**src/design/emu_gate_pkg.sv**
```systemverilog
// Package of constants and carriers for the emulation run/break gating block
package emu_gate_pkg;
  // ---------------------------------------------------------------------
  // Address map
  // ---------------------------------------------------------------------
  localparam int ADDR_W = 24;
  localparam logic [23:0] TTE_RAM_LO = 24'hff_ebc0;
  localparam logic [23:0] TTE_RAM_HI = 24'hff_efbf;
  // Reset values of host mask bits: standby masked by default
  localparam logic MASK_INIT_RST = 1'b0;
  localparam logic MASK_NMI_RST = 1'b0;
  localparam logic MASK_STANDBY_INPUT_RST = 1'b1;
  // ---------------------------------------------------------------------
  // Encodings
  // ---------------------------------------------------------------------
  typedef enum logic [1:0] {
    MODE_EXP16 = 2'h0,
    MODE_EXP8 = 2'h1,
    MODE_EXPROM = 2'h2,
    MODE_SINGLE = 2'h3
  } op_mode_e;
  typedef enum logic [2:0] {
    TGT_NONE = 3'h0,
    TGT_SUB_ROM = 3'h1,
    TGT_SUB_RAM = 3'h2,
    TGT_IO = 3'h3,
    TGT_EMU_MEM = 3'h4,
    TGT_EXT = 3'h5
  } mem_tgt_e;
  typedef enum logic [1:0] {
    ST_RUN = 2'b00,
    ST_SLEEP = 2'b01,
    ST_BREAK = 2'b11
  } run_state_e;
  // Window of one area: base, last address, enable
  typedef struct packed {
    logic en;
    logic [23:0] lo;
    logic [23:0] hi;
  } area_s;
  // One memory request
  typedef struct packed {
    logic valid;
    logic wr;
    logic host;
    logic [23:0] addr;
  } mem_req_s;
  // Memory steering answer
  typedef struct packed {
    logic [2:0] tgt;
    logic grant;
    logic blocked;
    logic pin_wait_ok;
  } mem_ans_s;
endpackage : emu_gate_pkg

```
**src/design/emu_gate.sv**
```systemverilog
// Run/break gating, mode decode and memory steering of the emulator
//
// The implementer's own choices: the plain strobed port.
module emu_gate (
  // Clock and reset
  input wire logic sys_clk_i,
  input wire logic sys_rst_i,
  // Mode pins from target
  input wire logic mode_select_pin_2_i,
  input wire logic mode_select_pin_1_i,
  input wire logic mode_select_pin_0_i,
  // Area map from host configuration
  input wire emu_gate_pkg::area_s rom_area_i,
  input wire emu_gate_pkg::area_s ram_area_i,
  input wire emu_gate_pkg::area_s io_area_i,
  input wire emu_gate_pkg::area_s emu_area_i,
  input wire emu_gate_pkg::area_s ext_area_i,
  input wire logic ext_rw_i,
  input wire logic ext_wprot_i,
  // Memory request
  input wire emu_gate_pkg::mem_req_s req_i,
  input wire logic tte_hi_xfer_i,
  input wire logic refresh_i,
  input wire logic wait_pin_i,
  output emu_gate_pkg::mem_ans_s ans_o,
  output logic wait_o,
  // Run control
  input wire logic break_evt_i,
  input wire logic go_cmd_i,
  input wire logic step_cmd_i,
  input wire logic sleep_enter_i,
  input wire logic wake_i,
  // Control inputs from target and host masks
  input wire logic chip_init_input_i,
  input wire logic nmi_i,
  input wire logic standby_input_i,
  input wire logic mask_wr_i,
  input wire logic [2:0] mask_wdata_i,
  // Interrupt requests
  input wire logic irq_level_i,
  input wire logic irq_edge_i,
  // Core side
  output logic run_o,
  output logic break_o,
  output logic op_mode_o,
  output logic [1:0] mode_o,
  output logic mode_valid_o,
  output logic resume_after_sleep_o,
  output logic core_init_o,
  output logic core_nmi_o,
  output logic regs_init_o,
  output logic standby_level_o,
  output logic irq_o,
  output logic trace_en_o,
  output logic break_cmp_en_o,
  output logic wdt_en_o,
  output logic periph_en_o,
  output logic xfer_en_o,
  output logic [2:0] mask_o
);
  import emu_gate_pkg::*;

  // -----------------------------------------------------------------------
  // Mode decode
  // -----------------------------------------------------------------------
  function automatic logic in_area(input area_s a, input logic [23:0] ad);
    in_area = a.en && (ad >= a.lo) && (ad <= a.hi);
  endfunction : in_area

  logic [2:0] md;
  assign md = {mode_select_pin_2_i, mode_select_pin_1_i, mode_select_pin_0_i};
  logic [1:0] nxt_mode;
  logic nxt_mode_valid;
  always_comb begin
    nxt_mode = MODE_SINGLE;
    nxt_mode_valid = 1'b1;
    case (md)
      3'h4: nxt_mode = MODE_EXP16;
      3'h5: nxt_mode = MODE_EXP8;
      3'h6: nxt_mode = MODE_EXPROM;
      3'h7: nxt_mode = MODE_SINGLE;
      default: nxt_mode_valid = 1'b0;
    endcase
  end
  logic [1:0] mode_ff;
  logic mode_valid_ff;
  always_ff @(posedge sys_clk_i) begin
    if (sys_rst_i) begin
      mode_ff <= MODE_SINGLE;
      mode_valid_ff <= 1'b0;
    end else begin
      mode_ff <= nxt_mode;
      mode_valid_ff <= nxt_mode_valid;
    end
  end
  assign mode_o = mode_ff;
  assign mode_valid_o = mode_valid_ff;
  // Expanded modes have an external bus; single chip has none
  assign op_mode_o = (mode_ff != MODE_SINGLE);

  // -----------------------------------------------------------------------
  // Run/break state
  // -----------------------------------------------------------------------
  run_state_e state_ff;
  logic step_ff;
  logic slept_ff;
  logic init_act;
  // In break a go wins over a break in the same cycle; in run or sleep a break wins over sleep entry and wake
  always_ff @(posedge sys_clk_i) begin
    if (sys_rst_i || regs_init_o) begin
      state_ff <= ST_BREAK;
    end else begin
      case (state_ff)
        ST_RUN: begin
          if (break_evt_i) state_ff <= ST_BREAK;
          else if (sleep_enter_i) state_ff <= ST_SLEEP;
        end
        ST_SLEEP: begin
          if (break_evt_i) state_ff <= ST_BREAK;
          else if (wake_i) state_ff <= ST_RUN;
        end
        ST_BREAK: begin
          if (go_cmd_i || step_cmd_i) state_ff <= ST_RUN;
        end
        default: state_ff <= ST_BREAK;
      endcase
    end
  end
  // A single step enters run and sets step_ff, which masks NMI and interrupts until a go
  always_ff @(posedge sys_clk_i) begin
    if (sys_rst_i) begin
      step_ff <= 1'b0;
    end else if (state_ff == ST_BREAK && step_cmd_i && !go_cmd_i) begin
      step_ff <= 1'b1;
    end else if (go_cmd_i) begin
      // Any go ends a stepping session, in run as well as in break
      step_ff <= 1'b0;
    end
  end
  // Break out of sleep: resume must not re-enter sleep
  always_ff @(posedge sys_clk_i) begin
    if (sys_rst_i) begin
      slept_ff <= 1'b0;
    end else if (state_ff == ST_SLEEP && break_evt_i) begin
      slept_ff <= 1'b1;
    end else if (state_ff == ST_RUN) begin
      slept_ff <= 1'b0;
    end
  end
  assign resume_after_sleep_o = slept_ff && state_ff == ST_BREAK;
  assign run_o = (state_ff != ST_BREAK);
  assign break_o = (state_ff == ST_BREAK);

  // -----------------------------------------------------------------------
  // Control inputs and masks
  // -----------------------------------------------------------------------
  logic [2:0] mask_ff;
  always_ff @(posedge sys_clk_i) begin
    if (sys_rst_i) begin
      mask_ff <= {MASK_STANDBY_INPUT_RST, MASK_NMI_RST, MASK_INIT_RST};
    end else if (mask_wr_i) begin
      mask_ff <= mask_wdata_i;
    end
  end
  assign mask_o = mask_ff;
  assign init_act = chip_init_input_i && !mask_ff[0] && run_o;
  assign core_init_o = init_act;
  assign core_nmi_o = nmi_i && !mask_ff[1] && run_o && !step_ff;
  assign regs_init_o = standby_input_i && !mask_ff[2];
  assign standby_level_o = standby_input_i;

  // -----------------------------------------------------------------------
  // Interrupt gating
  // -----------------------------------------------------------------------
  logic edge_prev_ff;
  logic edge_pend_ff;
  logic irq_gate;
  assign irq_gate = (state_ff == ST_RUN) && !step_ff;
  always_ff @(posedge sys_clk_i) begin
    if (sys_rst_i) begin
      edge_prev_ff <= 1'b0;
    end else begin
      edge_prev_ff <= irq_edge_i;
    end
  end
  // New edge wins over the clear that a service would cause
  always_ff @(posedge sys_clk_i) begin
    if (sys_rst_i) begin
      edge_pend_ff <= 1'b0;
    end else if (irq_edge_i && !edge_prev_ff) begin
      edge_pend_ff <= 1'b1;
    end else if (irq_gate) begin
      edge_pend_ff <= 1'b0;
    end
  end
  // Level requests are only seen while running
  assign irq_o = irq_gate && (irq_level_i || edge_pend_ff);

  // -----------------------------------------------------------------------
  // Peripheral gating
  // -----------------------------------------------------------------------
  assign wdt_en_o = (state_ff != ST_BREAK);
  assign periph_en_o = 1'b1;
  assign xfer_en_o = 1'b1;
  assign trace_en_o = (state_ff == ST_RUN) && !tte_hi_xfer_i;
  assign break_cmp_en_o = !tte_hi_xfer_i;

  // -----------------------------------------------------------------------
  // Memory steering
  // -----------------------------------------------------------------------
  mem_ans_s nxt_ans;
  logic [23:0] ad;
  logic in_tte;
  assign ad = req_i.addr;
  assign in_tte = (ad >= TTE_RAM_LO) && (ad <= TTE_RAM_HI);
  always_comb begin
    nxt_ans = '0;
    if (req_i.valid) begin
      if (in_area(rom_area_i, ad)) begin
        nxt_ans.tgt = TGT_SUB_ROM;
        nxt_ans.grant = req_i.host || !req_i.wr;
      end else if (in_area(ram_area_i, ad)) begin
        nxt_ans.tgt = TGT_SUB_RAM;
        nxt_ans.grant = !(req_i.host && run_o && in_tte);
      end else if (in_area(io_area_i, ad)) begin
        nxt_ans.tgt = TGT_IO;
        nxt_ans.grant = 1'b1;
      end else if (in_area(emu_area_i, ad)) begin
        nxt_ans.tgt = TGT_EMU_MEM;
        nxt_ans.grant = 1'b1;
      end else if (op_mode_o && in_area(ext_area_i, ad) &&
                   (ext_rw_i || ext_wprot_i)) begin
        nxt_ans.tgt = TGT_EXT;
        nxt_ans.grant = ext_rw_i || !req_i.wr;
        nxt_ans.pin_wait_ok = 1'b1;
      end else begin
        nxt_ans.tgt = TGT_NONE;
      end
      nxt_ans.blocked = !nxt_ans.grant;
    end
    if (refresh_i) begin
      nxt_ans.pin_wait_ok = 1'b1;
    end
  end
  always_ff @(posedge sys_clk_i) begin
    if (sys_rst_i) begin
      ans_o <= '0;
    end else begin
      ans_o <= nxt_ans;
    end
  end
  assign wait_o = ans_o.pin_wait_ok && wait_pin_i;

  // -----------------------------------------------------------------------
  // Checks
  // -----------------------------------------------------------------------
  rom_write_blk_a: assert property (@(posedge sys_clk_i) disable iff (sys_rst_i)
    req_i.valid && req_i.wr && !req_i.host && in_area(rom_area_i, ad)
    |=> ans_o.blocked && ans_o.tgt == TGT_SUB_ROM)
    else $error("user write to substitute ROM not blocked");
  ram_steer_a: assert property (@(posedge sys_clk_i) disable iff (sys_rst_i)
    req_i.valid && !in_area(rom_area_i, ad) && in_area(ram_area_i, ad)
    |=> ans_o.tgt == TGT_SUB_RAM)
    else $error("internal RAM access not steered");
  guard_blk_a: assert property (@(posedge sys_clk_i) disable iff (sys_rst_i)
    ##1 ans_o.tgt == TGT_NONE && $past(req_i.valid) |-> ans_o.blocked)
    else $error("guarded access not blocked");
  init_break_a: assert property (@(posedge sys_clk_i) disable iff (sys_rst_i)
    break_o |-> !core_init_o)
    else $error("chip init passed in break");
  level_irq_a: assert property (@(posedge sys_clk_i) disable iff (sys_rst_i)
    break_o || step_ff |-> !irq_o)
    else $error("interrupt passed in break or step");
  edge_latch_a: assert property (@(posedge sys_clk_i) disable iff (sys_rst_i)
    break_o && irq_edge_i && !edge_prev_ff && !regs_init_o ##1 go_cmd_i
    && !regs_init_o |=> irq_o || step_ff)
    else $error("latched edge interrupt lost");
  wdt_stop_a: assert property (@(posedge sys_clk_i) disable iff (sys_rst_i)
    run_o && break_evt_i |=> !wdt_en_o)
    else $error("watchdog still enabled after break");
  sleep_trace_a: assert property (@(posedge sys_clk_i) disable iff (sys_rst_i)
    state_ff == ST_SLEEP |-> !trace_en_o)
    else $error("trace captured in sleep");
  sleep_break_a: assert property (@(posedge sys_clk_i) disable iff (sys_rst_i)
    state_ff == ST_SLEEP && break_evt_i && !regs_init_o
    |=> break_o && resume_after_sleep_o)
    else $error("break from sleep not taken");
  tte_host_a: assert property (@(posedge sys_clk_i) disable iff (sys_rst_i)
    req_i.valid && req_i.host && run_o && in_tte
    && !in_area(rom_area_i, ad) && in_area(ram_area_i, ad)
    |=> ans_o.blocked)
    else $error("host reached transfer RAM in run mode");
endmodule : emu_gate

```
**config.mk**
```make
export PLATFORM = sky130hd
export DESIGN_NAME = emu_gate
export DESIGN_NICKNAME = d
export VERILOG_FILES = /design/src/design/emu_gate_pkg.sv /design/src/design/emu_gate.sv
export SDC_FILE = /design/constraint.sdc
export NUM_CORES = 1
export LEC_CHECK = 0
export BUFFER_PORTS_ARGS = -buffer_cell sky130_fd_sc_hd__buf_2
export CAP_MARGIN = 10
export CORE_ASPECT_RATIO = 1.5
export CORE_MARGIN = 2
export CORE_UTILIZATION = 25
export DETAILED_ROUTE_END_ITERATION = 7
export HOLD_SLACK_MARGIN = 0.05
export PLACE_DENSITY = 0.54
export SYNTH_ARGS = -nofsm -noshare
export SYNTH_HDL_FRONTEND = slang
export SYNTH_SLANG_ARGS = --single-unit
```
**constraint.sdc**
```tcl
create_clock -name sys_clk_i -period 3.9 [get_ports sys_clk_i]
set_input_delay 1.17 -clock sys_clk_i [delete_from_list [all_inputs] [get_ports sys_clk_i]]
set_output_delay 1.17 -clock sys_clk_i [all_outputs]
set_load 0.005 [all_outputs]
```
Yosys cells after proc, flatten, opt, wreduce, memory -nomap -nowiden
Cells that the tools add are included.
{"block": "word_totals", "reg_bits": 18, "in_bits": 296, "out_inout_bits": 27}
{"block": "op_classes", "order_cmp": 12, "eq_ne": 11, "mux": 28, "bitwise_logic": 1, "reduce_logical": 53}
{"cell": "greater-or-equal comparator 24 bit", "n": 5}
{"cell": "less-or-equal comparator 24 bit", "n": 5}
{"cell": "logical AND 1 bit", "n": 30}
{"cell": "greater-or-equal comparator 24 bit (second input constant)", "n": 1}
{"cell": "less-or-equal comparator 24 bit (second input constant)", "n": 1}
{"cell": "2-to-1 mux 4 bit", "n": 5}
{"cell": "2-to-1 mux 1 bit", "n": 15}
{"cell": "equality test 3 bit (second input constant)", "n": 4}
{"cell": "one-hot mux 2 bit (3 select lines)", "n": 2}
{"cell": "zero test 1 bit", "n": 10}
{"cell": "2-to-1 mux 2 bit", "n": 5}
{"cell": "logical OR 1 bit", "n": 6}
{"cell": "!= test 3 bit (second input constant)", "n": 2}
{"cell": "nonzero test 2 bit", "n": 3}
{"cell": "!= test 2 bit (second input constant)", "n": 2}
{"cell": "OR reduction 4 bit", "n": 1}
{"cell": "2-to-1 mux 3 bit", "n": 1}
{"cell": "AND reduction 3 bit", "n": 1}
{"cell": "equality test 2 x 1 -> 1 bit (second input constant)", "n": 1}
{"cell": "equality test 2 bit (second input constant)", "n": 1}
{"cell": "zero test 2 bit", "n": 1}
{"cell": "!= test 2 x 1 -> 1 bit (second input constant)", "n": 1}
{"cell": "OR reduction 2 bit", "n": 1}
{"cell": "inverter 1 bit", "n": 1}

Depth between registers and ports, before layout
Gate-level depths: netlist of run 1.
{"block": "logic_depth", "ltp_word": 12, "mapped_depth": 10, "ltp_nobuf": 10}

Worst setup path before layout of run 1
OpenSTA, ideal clock, no wires.
{"block": "synth_timing", "path_kind": "in2reg", "startpoint": "input port req_i[0] (netlist bit)", "endpoint": "register ans_o[2] (netlist bit)", "setup_time_ns": 0.120, "arrival_time_ns": 3.101, "required_time_ns": 3.780, "path_slack_ns": 0.679, "cell_stages": 10, "n_path_buf": 0, "path_cell_list": "inv_1 -> ha_1 -> nand2b_4 -> a2111oi_4 -> o311ai_1 -> a211o_1 -> a21oi_2 -> a2bb2oi_2 -> o211a_1 -> o31ai_2"}
{"block": "synth_via", "elab_chain_len": 11, "word_cells_on_any_way": 33, "cone_classes": "12 x order compare; 6 x mux; 15 x reduce/logical"}
{"element": "start, declared", "line": "emu_gate.sv:21", "text": "input wire emu_gate_pkg::mem_req_s req_i,"}
{"element": "greater-or-equal comparator 24 bit", "line": "emu_gate.sv:67", "text": "in_area = a.en && (ad >= a.lo) && (ad <= a.hi);"}
{"element": "logical AND 1 bit (2 in series)", "line": "emu_gate.sv:67"}
{"element": "logical AND 1 bit (2 in series)", "line": "emu_gate.sv:231", "text": "end else if (op_mode_o && in_area(ext_area_i, ad) &&"}
{"element": "2-to-1 mux 1 bit", "line": "emu_gate.sv:231"}
{"element": "2-to-1 mux 4 bit", "line": "emu_gate.sv:228", "text": "end else if (in_area(emu_area_i, ad)) begin"}
{"element": "2-to-1 mux 4 bit", "line": "emu_gate.sv:225", "text": "end else if (in_area(io_area_i, ad)) begin"}
{"element": "2-to-1 mux 4 bit", "line": "emu_gate.sv:222", "text": "end else if (in_area(ram_area_i, ad)) begin"}
{"element": "2-to-1 mux 4 bit (*)", "line": "emu_gate.sv:219", "text": "if (in_area(rom_area_i, ad)) begin"}
{"element": "2-to-1 mux 4 bit (*)", "line": "emu_gate.sv:218", "text": "if (req_i.valid) begin"}
{"element": "end signal, assigned", "line": "emu_gate.sv:249", "text": "ans_o <= nxt_ans;"}
{"element": "end, declared", "line": "emu_gate.sv:25", "text": "output emu_gate_pkg::mem_ans_s ans_o,"}
Every way passes the cells marked *; elsewhere a longest branch is shown, timed or not. The select of a mux whose other input is x is not followed.
A chain may end at the register's enable or synchronous reset.

Worst setup path after layout of run 1
{"block": "layout_timing", "startpoint": "input port req_i[0] (netlist bit)", "endpoint": "register ans_o[1] (netlist bit)"}
{"block": "layout_via", "elab_chain_len": 12, "word_cells_on_any_way": 34, "cone_classes": "12 x order compare; 6 x mux; 16 x reduce/logical"}
{"element": "greater-or-equal comparator 24 bit", "line": "emu_gate.sv:67"}
{"element": "logical AND 1 bit (2 in series)", "line": "emu_gate.sv:67"}
{"element": "logical AND 1 bit (2 in series)", "line": "emu_gate.sv:231"}
{"element": "2-to-1 mux 1 bit", "line": "emu_gate.sv:231"}
{"element": "2-to-1 mux 4 bit", "line": "emu_gate.sv:228"}
{"element": "2-to-1 mux 4 bit", "line": "emu_gate.sv:225"}
{"element": "2-to-1 mux 4 bit", "line": "emu_gate.sv:222"}
{"element": "2-to-1 mux 4 bit (*)", "line": "emu_gate.sv:219"}
{"element": "2-to-1 mux 4 bit (*)", "line": "emu_gate.sv:218"}
{"element": "zero test 1 bit (*)", "line": "emu_gate.sv:239", "text": "nxt_ans.blocked = !nxt_ans.grant;"}
Marks and branches as above.

==> results of run 1 <==
==> path summary, 6_finish.rpt <==
check | end | depth (start not counted) | startpoint | slack [ps]
worst min register to register | edge_pend_ff | 2 | edge_prev_ff | 490
worst min-delay path | edge_pend_ff | 2 | edge_prev_ff | 490
worst max register to register | ans_o[2] | 5 | state_ff[0] | 2410
worst max-delay path | ans_o[1] | 11 | req_i[0] | 560
==> power by group through the flow <==
stage / sequential, W / clock, W / combinational [W]
3_5_place_dp: 0.000215 / 0 / 0.000857
6_report: 0.000210 / 0.000234 / 0.000855
4_1_cts: 0.000211 / 0.000239 / 0.000862
3_3_place_gp: 0.000215 / 0 / 0.000844
5_1_grt: 0.000212 / 0.000250 / 0.000980
2_1_floorplan: 0.000205 / 0 / 0.000482
==> cells in the final DEF, fill, tap and decap left out, drive strengths merged, types with 7 or more instances in the layout <==
cell    instances
a211oi          9
a21o           17
a21oi          98
buf           328
dfxtp          18
diode           7
ha            240
inv           239
nand2          47
nand2b         13
nand3          29
nand4          47
nor2           25
nor2b          13
nor3           10
nor4            9
o211ai          9
o21ai          36
==> tightest hold or removal path, stage by stage (launching register included) <==
cell      delay, ps
dfxtp_1         300
nand2b_1         90
a21oi_1          50
==> registers in the layout (all words and copies together), names as in the netlist <==
name          flops
state_ff          2
step_ff           1
edge_pend_ff      1
mode_valid_o      1
ans_o             6
mask_o            3
edge_prev_ff      1
mode_o            2
slept_ff          1
==> through the flow <==
step / cells / utilization
after floorplan: 933 / -
after global placement: 1596 / 0.3289
after detailed placement: 1596 / 0.3289
after CTS: 1600 / 0.3322
after global routing: 1606 / 0.3327
final: 1607 / 0.3328
==> area by class of cell <==
class                      instances  area share
antenna                            7    0.001940
clock buffer                       4    0.009839
inverter                         239     0.09936
multi-input combinational        669      0.6175
sequential                        18     0.03991
tap                              342     0.04739
timing repair buffer             328      0.1840
==> logic make-up after synthesis <==
family	share of synthesized area
flip-flops	0.05245
buffers and inverters	0.1366
adder cells (fa/ha/maj)	0.4371
AO/OA/AOI/OAI	0.2036
other	0.0005458
AND/OR/NAND/NOR	0.1668
multiplexers	0.002914
==> layer usage <==
metal	vias to the layer above	GRT usage	wire [um]
met1	3355	0.2202	11540
li1	3953	-	-
met2	257	0.3442	14330
met3	37	0.02497	1509
met4	6	0.05538	620
met5	-	0	32
==> impl_metrics.env, run 1 <==
export IMPL_outcome="finished clean"
export IMPL_final_net_count=1795
export IMPL_p_sw_w=0.0005585
export IMPL_netlist_cell_type_count=60
export IMPL_multi_input_area_mm2=0.005575
export IMPL_regArea_um2=360.3
export IMPL_tightest_slew_ps=537.3
export IMPL_drcViolationCount=0
export IMPL_holdCritPathClass="flop to flop"
export IMPL_internal_power_w=0.0007403
export IMPL_synthTopCellsByCount="240 x ha_1, 239 x inv_1, 97 x a21oi_1, 47 x nand2_1, 47 x nand4_1"
export IMPL_skew_ps=2.314
export IMPL_yosysWarnings=0
export IMPL_antenna_found_initial=11
export IMPL_setup_worst_path_start_class="input port"
export IMPL_hold_violations=0
export IMPL_yosys_cell_count_top_type="ha_1"
export IMPL_place_hpwl_mm=24.30
export IMPL_p_total_w=0.001299
export IMPL_dieWidth_um=139.4
export IMPL_whs_ps=489.4
export IMPL_synth_top_area_frac=0.4371
export IMPL_p_clk_frac=0.180
export IMPL_gp_congestion=0.9197
export IMPL_core_area_mm2=0.02713
export IMPL_start_util=0.2533
export IMPL_slowest_stage="a211o_1"
export IMPL_fin_ws_ps=561.0
export IMPL_synth_area_top_cells="ha_1 44%, inv_1 13%, a21oi_1 7.1%, dfxtp_1 5.2%, nand4_1 4.3%"
export IMPL_finalMaxSlewViolations=0
export IMPL_io_buffer_count=320
export IMPL_clk_latency_ps=250
export IMPL_clock_path_buffers=2
export IMPL_fmax_mhz=299.5
export IMPL_first_iter_violations=353
export IMPL_io_pins=323
export IMPL_slowest_delay_ps=340
export IMPL_drtPass1Iterations=5
export IMPL_postCtsSetupRepairBufs=0
export IMPL_pre_cts_slack_ps=279.8
export IMPL_peakVddDrop_v=0.00009122
export IMPL_synth_main_ff_cell="dfxtp_1"
export IMPL_grt_pass1_wl_mm=41.54
export IMPL_critPathArrivalTime_ps=3540
export IMPL_placed_area_mm2=0.008922
export IMPL_vias_per_cell=4.734
export IMPL_yosys_area_top_type="ha_1"
export IMPL_detail_route_wl_per_cell_um=17.44
export IMPL_max_slew_margin=0.6325
export IMPL_grt_pass1_vias=7563
export IMPL_syn_avg_cell_area_um2=7.372
export IMPL_die_y_um=207.0
export IMPL_cts_tree="yes"
export IMPL_syn_area_mm2=0.006870
export IMPL_synth_edf_count=0
export IMPL_ant_nets=0
export IMPL_grtUsageTotal=0.1859
export IMPL_setup_viol=0
export IMPL_p_leak_nw=5.463
export IMPL_cp_top_family="compound AO/OA/AOI/OAI gates"
export IMPL_crit_path_end_kind="flop"
export IMPL_synth_cells=932
export IMPL_finalWirelength_mm=28.03
export IMPL_fin_tns_setup_ps=0
export IMPL_async_flop_share=0
export IMPL_clkSlewWorstSetupHoldPaths_ps=60
export IMPL_ys_ff_latch=18
export IMPL_overflow=0
export IMPL_fill_cells=3007
export IMPL_rows=74
export IMPL_fin_crit_ps=3339
export IMPL_cts_made_buffers=3
export IMPL_rsz0062_at_grt="no"
export IMPL_crit_required_ps=4100
export IMPL_cts_hold_buf=0
export IMPL_power_frac_comb=0.658
export IMPL_cp_max_fo=8
export IMPL_final_area_mm2=0.009029
export IMPL_post_cts_resized=0
export IMPL_clock_root_buffer="clkbuf_16"
export IMPL_powerDensity_mw_per_mm2=143.9
export IMPL_syn2layout_area_growth_pct=31.42
export IMPL_path_buf_inv=2
export IMPL_die_area_mm2=0.02885
export IMPL_vias=7608
export IMPL_grt_start_max_net_pins=14
export IMPL_ys_seq_area_frac=0.05245
export IMPL_drive_gt1_frac=0.2750
export IMPL_htreeDepth=1
export IMPL_cap_violations=0
export IMPL_power_frac_seq=0.162
export IMPL_critPathKind="input port to flop"
export IMPL_cp_cell_sequence="buf_2, inv_1, ha_1, nand2b_4, a2111oi_4, o311ai_1, a211o_1, a21oi_2, a2bb2oi_2, o211a_1, o21a_1"
export IMPL_swShare=0.4300
export IMPL_cts_sinks=18
export IMPL_period_share=0.8561
No activity file was read; power rests on OpenSTA's default activity.
==> run 2: changes to the inputs <==
--- a/config.mk
+++ b/config.mk
@@ -8,11 +8,11 @@
 export BUFFER_PORTS_ARGS = -buffer_cell sky130_fd_sc_hd__buf_2
 export CAP_MARGIN = 10
 export CORE_ASPECT_RATIO = 1.5
-export CORE_MARGIN = 2
-export CORE_UTILIZATION = 25
+export CORE_MARGIN = 3
+export CORE_UTILIZATION = 45
 export DETAILED_ROUTE_END_ITERATION = 7
 export HOLD_SLACK_MARGIN = 0.05
-export PLACE_DENSITY = 0.54
+export PLACE_DENSITY = 0.84
 export SYNTH_ARGS = -nofsm -noshare
 export SYNTH_HDL_FRONTEND = slang
 export SYNTH_SLANG_ARGS = --single-unit
==> impl_metrics.env, run 2 (synthesis gave the netlist of run 1 again) <==
export IMPL_outcome="finished clean"
export IMPL_overflow=0
export IMPL_cp_top_family="simple AND/OR/NAND/NOR gates"
export IMPL_cts_hold_buf=0
export IMPL_clock_path_buffers=2
export IMPL_grtUsageTotal=0.2689
export IMPL_p_leak_nw=5.439
export IMPL_cap_violations=0
export IMPL_cts_tree="yes"
export IMPL_htreeDepth=1
export IMPL_grt_pass1_vias=7579
export IMPL_postLayoutCoreUtil=0.5972
export IMPL_setup_viol=0
export IMPL_vias=7818
export IMPL_grt_start_max_net_pins=14
export IMPL_io_pins=323
export IMPL_largest_register_ffs=6
export IMPL_first_iter_violations=372
export IMPL_slowest_delay_ps=480
export IMPL_period_share=0.8419
export IMPL_slowest_stage="nor4_1"
export IMPL_critPathKind="input port to flop"
export IMPL_cts_made_buffers=3
export IMPL_final_area_mm2=0.008796
export IMPL_antenna_found_initial=2
export IMPL_final_net_count=1790
export IMPL_fin_tns_setup_ps=0
export IMPL_io_buffer_count=320
export IMPL_hold_violations=0
export IMPL_fin_crit_ps=3283
export IMPL_rows=54
export IMPL_cp_cell_sequence="buf_2, ha_1, nand4_1, nor4_1, and4_1, o31ai_1, a32o_1, o211ai_2, a21oi_1, o31ai_1"
export IMPL_layout_common_cells="320 x buf_2, 240 x ha_1, 239 x inv_1"
export IMPL_placed_area_mm2=0.008702
export IMPL_finalWirelength_mm=23.84
export IMPL_die_y_um=157.3
export IMPL_cts_sinks=18
export IMPL_drcViolationCount=0
export IMPL_vias_per_cell=5.388
export IMPL_clk_latency_ps=250
export IMPL_drtPass1Iterations=5
export IMPL_final_common_cell="buf_2"
export IMPL_finalMaxSlewViolations=0
export IMPL_crit_path_end_kind="flop"
export IMPL_detail_route_wl_per_cell_um=16.43
export IMPL_syn2layout_area_growth_pct=28.03
export IMPL_fmax_mhz=304.6
export IMPL_setup_worst_path_start_class="input port"
export IMPL_skew_ps=1.205
export IMPL_gp_congestion=0.9290
export IMPL_path_buf_inv=1
export IMPL_post_cts_resized=0
export IMPL_rsz0062_at_grt="no"
export IMPL_powerDensity_mw_per_mm2=145.4
export IMPL_crit_path_frequent_cell="o31ai_1"
export IMPL_postCtsSetupRepairBufs=0
export IMPL_grt_pass1_wl_mm=36.34
export IMPL_core_area_mm2=0.01473
export IMPL_holdCritPathClass="flop to flop"
export IMPL_cp_max_fo=11
export IMPL_drive_gt1_frac=0.2721
export IMPL_critPathArrivalTime_ps=3450
export IMPL_clock_root_buffer="clkbuf_16"
export IMPL_peakVddDrop_v=0.0001231
export IMPL_crit_required_ps=4070
export IMPL_top_register="ans_o"
export IMPL_start_util=0.4664
export IMPL_ant_nets=0
export IMPL_dieWidth_um=106.9
export IMPL_die_area_mm2=0.01682
export IMPL_clkSlewWorstSetupHoldPaths_ps=60
export IMPL_place_hpwl_mm=21.01
-- run 2: tightest hold or removal path: cells and delay by family, from the launching register on --
kind | cells | cell delay [ps]
AO/OA/AOI/OAI | 1 | 50
flip-flops | 1 | 290
AND/OR/NAND/NOR | 1 | 90
-- run 2: layout make-up --
cell class / instances / area, um2
antenna: 2 / 5.005
clock buffer: 4 / 88.84
fill: 1401 / 5933
inverter: 239 / 897.1
multi-input combinational: 669 / 5575
sequential: 18 / 360.3
tap: 196 / 245.2
timing repair buffer: 323 / 1624
-- run 2: path summary, 6_finish.rpt --
| path | endpoint | startpoint | depth (start not counted) | slack, ps |
|---|---|---|---|---|
| hold reg to reg | edge_pend_ff | edge_prev_ff | 2 | 480 |
| setup / recovery | ans_o[3] | req_i[22] | 10 | 620 |
| hold / removal | edge_pend_ff | edge_prev_ff | 2 | 480 |
| setup reg to reg | ans_o[2] | state_ff[1] | 5 | 2430 |
-- run 2: report_power, final --
group / switching, W / internal [W] / total [W]
registers: 0.0000118 / 0.000196 / 0.000208
logic: 0.000450 / 0.000385 / 0.000835
clock network: 0.0000790 / 0.000156 / 0.000236
-- run 2: metal layers --
layer | GRT usage | wire [um] | vias to the layer above
met5 | 0 | 7 | -
met4 | 0.1042 | 953 | 2
met3 | 0.03283 | 1599 | 72
met2 | 0.4892 | 11840 | 340
met1 | 0.3189 | 9436 | 3479
li1 | - | - | 3925
-- run 2: through the flow --
stage | hold WS (ps) | instances | total power, W | setup slack (ps)
finish | 480.0 | 1451 | 0.001279 | 616.7
global route | 510.4 | 1449 | 0.001410 | 399.5
CTS | 482.4 | 1449 | 0.001279 | 602.7
detailed placement | 474.5 | 1445 | 0.001038 | 356.0
global placement | 468.4 | 1445 | 0.001012 | 435.6
floorplan | 448.7 | 933 | 0.0006876 | 679.0
==> run 3: changes to the inputs <==
==> constraint.sdc (replaced) <==
create_clock -name sys_clk_i -period 3.15 [get_ports sys_clk_i]
set_input_delay 0.945 -clock sys_clk_i [delete_from_list [all_inputs] [get_ports sys_clk_i]]
set_output_delay 0.945 -clock sys_clk_i [all_outputs]
set_load 0.005 [all_outputs]
==> impl_metrics.env, run 3 (synthesis gave the netlist of run 1 again) <==
export IMPL_outcome="finished clean"
export IMPL_largest_register_ffs=6
export IMPL_drtPass1Iterations=5
export IMPL_clkSlewWorstSetupHoldPaths_ps=60
export IMPL_vias_per_cell=5.346
export IMPL_p_leak_nw=5.596
export IMPL_tightest_slew_ps=495.7
export IMPL_htreeDepth=1
export IMPL_critPathArrivalTime_ps=3190
export IMPL_place_hpwl_mm=21.87
export IMPL_drcViolationCount=0
export IMPL_peakVddDrop_v=0.0002384
export IMPL_grt_pass1_vias=8030
export IMPL_cap_violations=0
export IMPL_grtUsageTotal=0.2765
export IMPL_core_area_mm2=0.01473
export IMPL_io_pins=323
export IMPL_pre_cts_slack_ps=-119.4
export IMPL_top_register="ans_o"
export IMPL_grt_start_max_net_pins=13
export IMPL_overflow=0
export IMPL_skew_ps=2.986
export IMPL_finalWirelength_mm=24.46
export IMPL_detail_route_wl_per_cell_um=16.48
export IMPL_clock_root_buffer="clkbuf_16"
export IMPL_slowest_delay_ps=350
export IMPL_hold_violations=0
export IMPL_io_buffer_count=320
export IMPL_critPathKind="input port to flop"
export IMPL_finalMaxSlewViolations=0
export IMPL_final_net_count=1824
export IMPL_clock_path_buffers=2
export IMPL_setup_worst_path_start_class="input port"
export IMPL_cts_sinks=18
export IMPL_clk_latency_ps=250
export IMPL_gp_congestion=1.004
export IMPL_antenna_found_initial=3
export IMPL_syn2layout_area_growth_pct=31.72
export IMPL_drive_gt1_frac=0.2924
export IMPL_rows=54
export IMPL_crit_path_frequent_cell="a31o_1"
export IMPL_start_util=0.4664
export IMPL_cts_hold_buf=0
export IMPL_slowest_stage="ha_1"
export IMPL_vias=7933
export IMPL_ant_nets=0
export IMPL_powerDensity_mw_per_mm2=176.0
export IMPL_crit_required_ps=3340
export IMPL_final_common_cell="buf_2"
export IMPL_reg2reg_slack_ps=1730
export IMPL_cp_max_fo=9
export IMPL_dieWidth_um=106.9
export IMPL_whs_ps=483.0
export IMPL_layout_common_cells="320 x buf_2, 240 x ha_1, 239 x inv_1"
export IMPL_die_area_mm2=0.01682
export IMPL_cts_tree="yes"
export IMPL_first_iter_violations=409
export IMPL_fin_crit_ps=3000
export IMPL_die_y_um=157.3
export IMPL_max_slew_margin=0.6676
export IMPL_setup_viol=0
export IMPL_grt_pass1_wl_mm=37.29
export IMPL_fill_cells=1378
export IMPL_fmax_mhz=333.4
export IMPL_crit_path_end_kind="flop"
export IMPL_cp_cell_sequence="buf_2, ha_1, nand4_1, nor4_1, buf_4, nand2_1, a31o_1, a41oi_2, and2_1, a31o_1, o21a_1"
export IMPL_fin_ws_ps=150.5
export IMPL_cts_made_buffers=3
export IMPL_holdCritPathClass="flop to flop"
export IMPL_postLayoutCoreUtil=0.6144
export IMPL_period_share=0.9522
run 3: changes by cell type in the layout (fill, tap and decap cells not counted):
cell / delta
a2111oi_0: -1
a2111oi_2: +1
buf_4: +34
clkbuf_8: -1
nor4_1: -1
nor4_2: +1
run 3: worst max-delay path, delay by kind of cell:
kind                       cells  cell delay [ps]
AOI/OAI and AO/OA              4              740
adders and majority gates      1              350
buffers and inverters          2              380
and+or+nand+nor                4              780
run 3: path summary, 6_finish.rpt:
check	startpoint	to	cells past startpoint
setup / recovery	req_i[23]	ans_o[1]	11
hold / removal	edge_prev_ff	edge_pend_ff	2
setup reg to reg	state_ff[1]	ans_o[1]	5
hold reg to reg	edge_prev_ff	edge_pend_ff	2
run 3: per-stage QoR:
stage	cells	cell area (um2)	setup TNS, ps	total power (W)
after floorplan	933	6874	0	0.0008514
after global placement	1479	8957	-163.5	0.001293
after detailed placement	1479	8957	-446.2	0.001326
after CTS	1482	9032	0	0.001585
after global routing	1483	9047	-1.223	0.001760
final	1484	9050	0	0.001593
run 3: area by class of cell:
type | instances | area [um2] | area share
Timing Repair Buffer | 357 | 1879 | 0.2077
Clock buffer | 3 | 75.07 | 0.008295
Antenna cell | 2 | 5.005 | 0.0005530
Multi-Input combinational cell | 669 | 5588 | 0.6174
Inverter | 239 | 897.1 | 0.09913
Tap cell | 196 | 245.2 | 0.02710
Sequential cell | 18 | 360.3 | 0.03982
run 3: power breakdown:
| part | leakage [nW] | internal (W) | switching (W) |
|---|---|---|---|
| registers | 0.149 | 0.000243 | 0.0000133 |
| logic | 5.41 | 0.000505 | 0.000574 |
| clock network | 0.0370 | 0.000167 | 0.0000896 |
run 3: layer usage:
layer	wire, um	vias up	share of wire	global-route usage
met1	9439	3533	0.39	0.3104
met4	958	4	0.039	0.1054
met3	1545	72	0.063	0.03611
met5	25	-	0.0010	0
li1	-	4001	-	-
met2	12490	323	0.51	0.5234
run 3: repair_timing:
| item | 4_1_cts | 5_1_grt |
|---|---|---|
| endpoints found under the setup margin | 0 | 3 |
| resized for setup | 0 | 3 |
| buffers inserted | 0 | 0 |
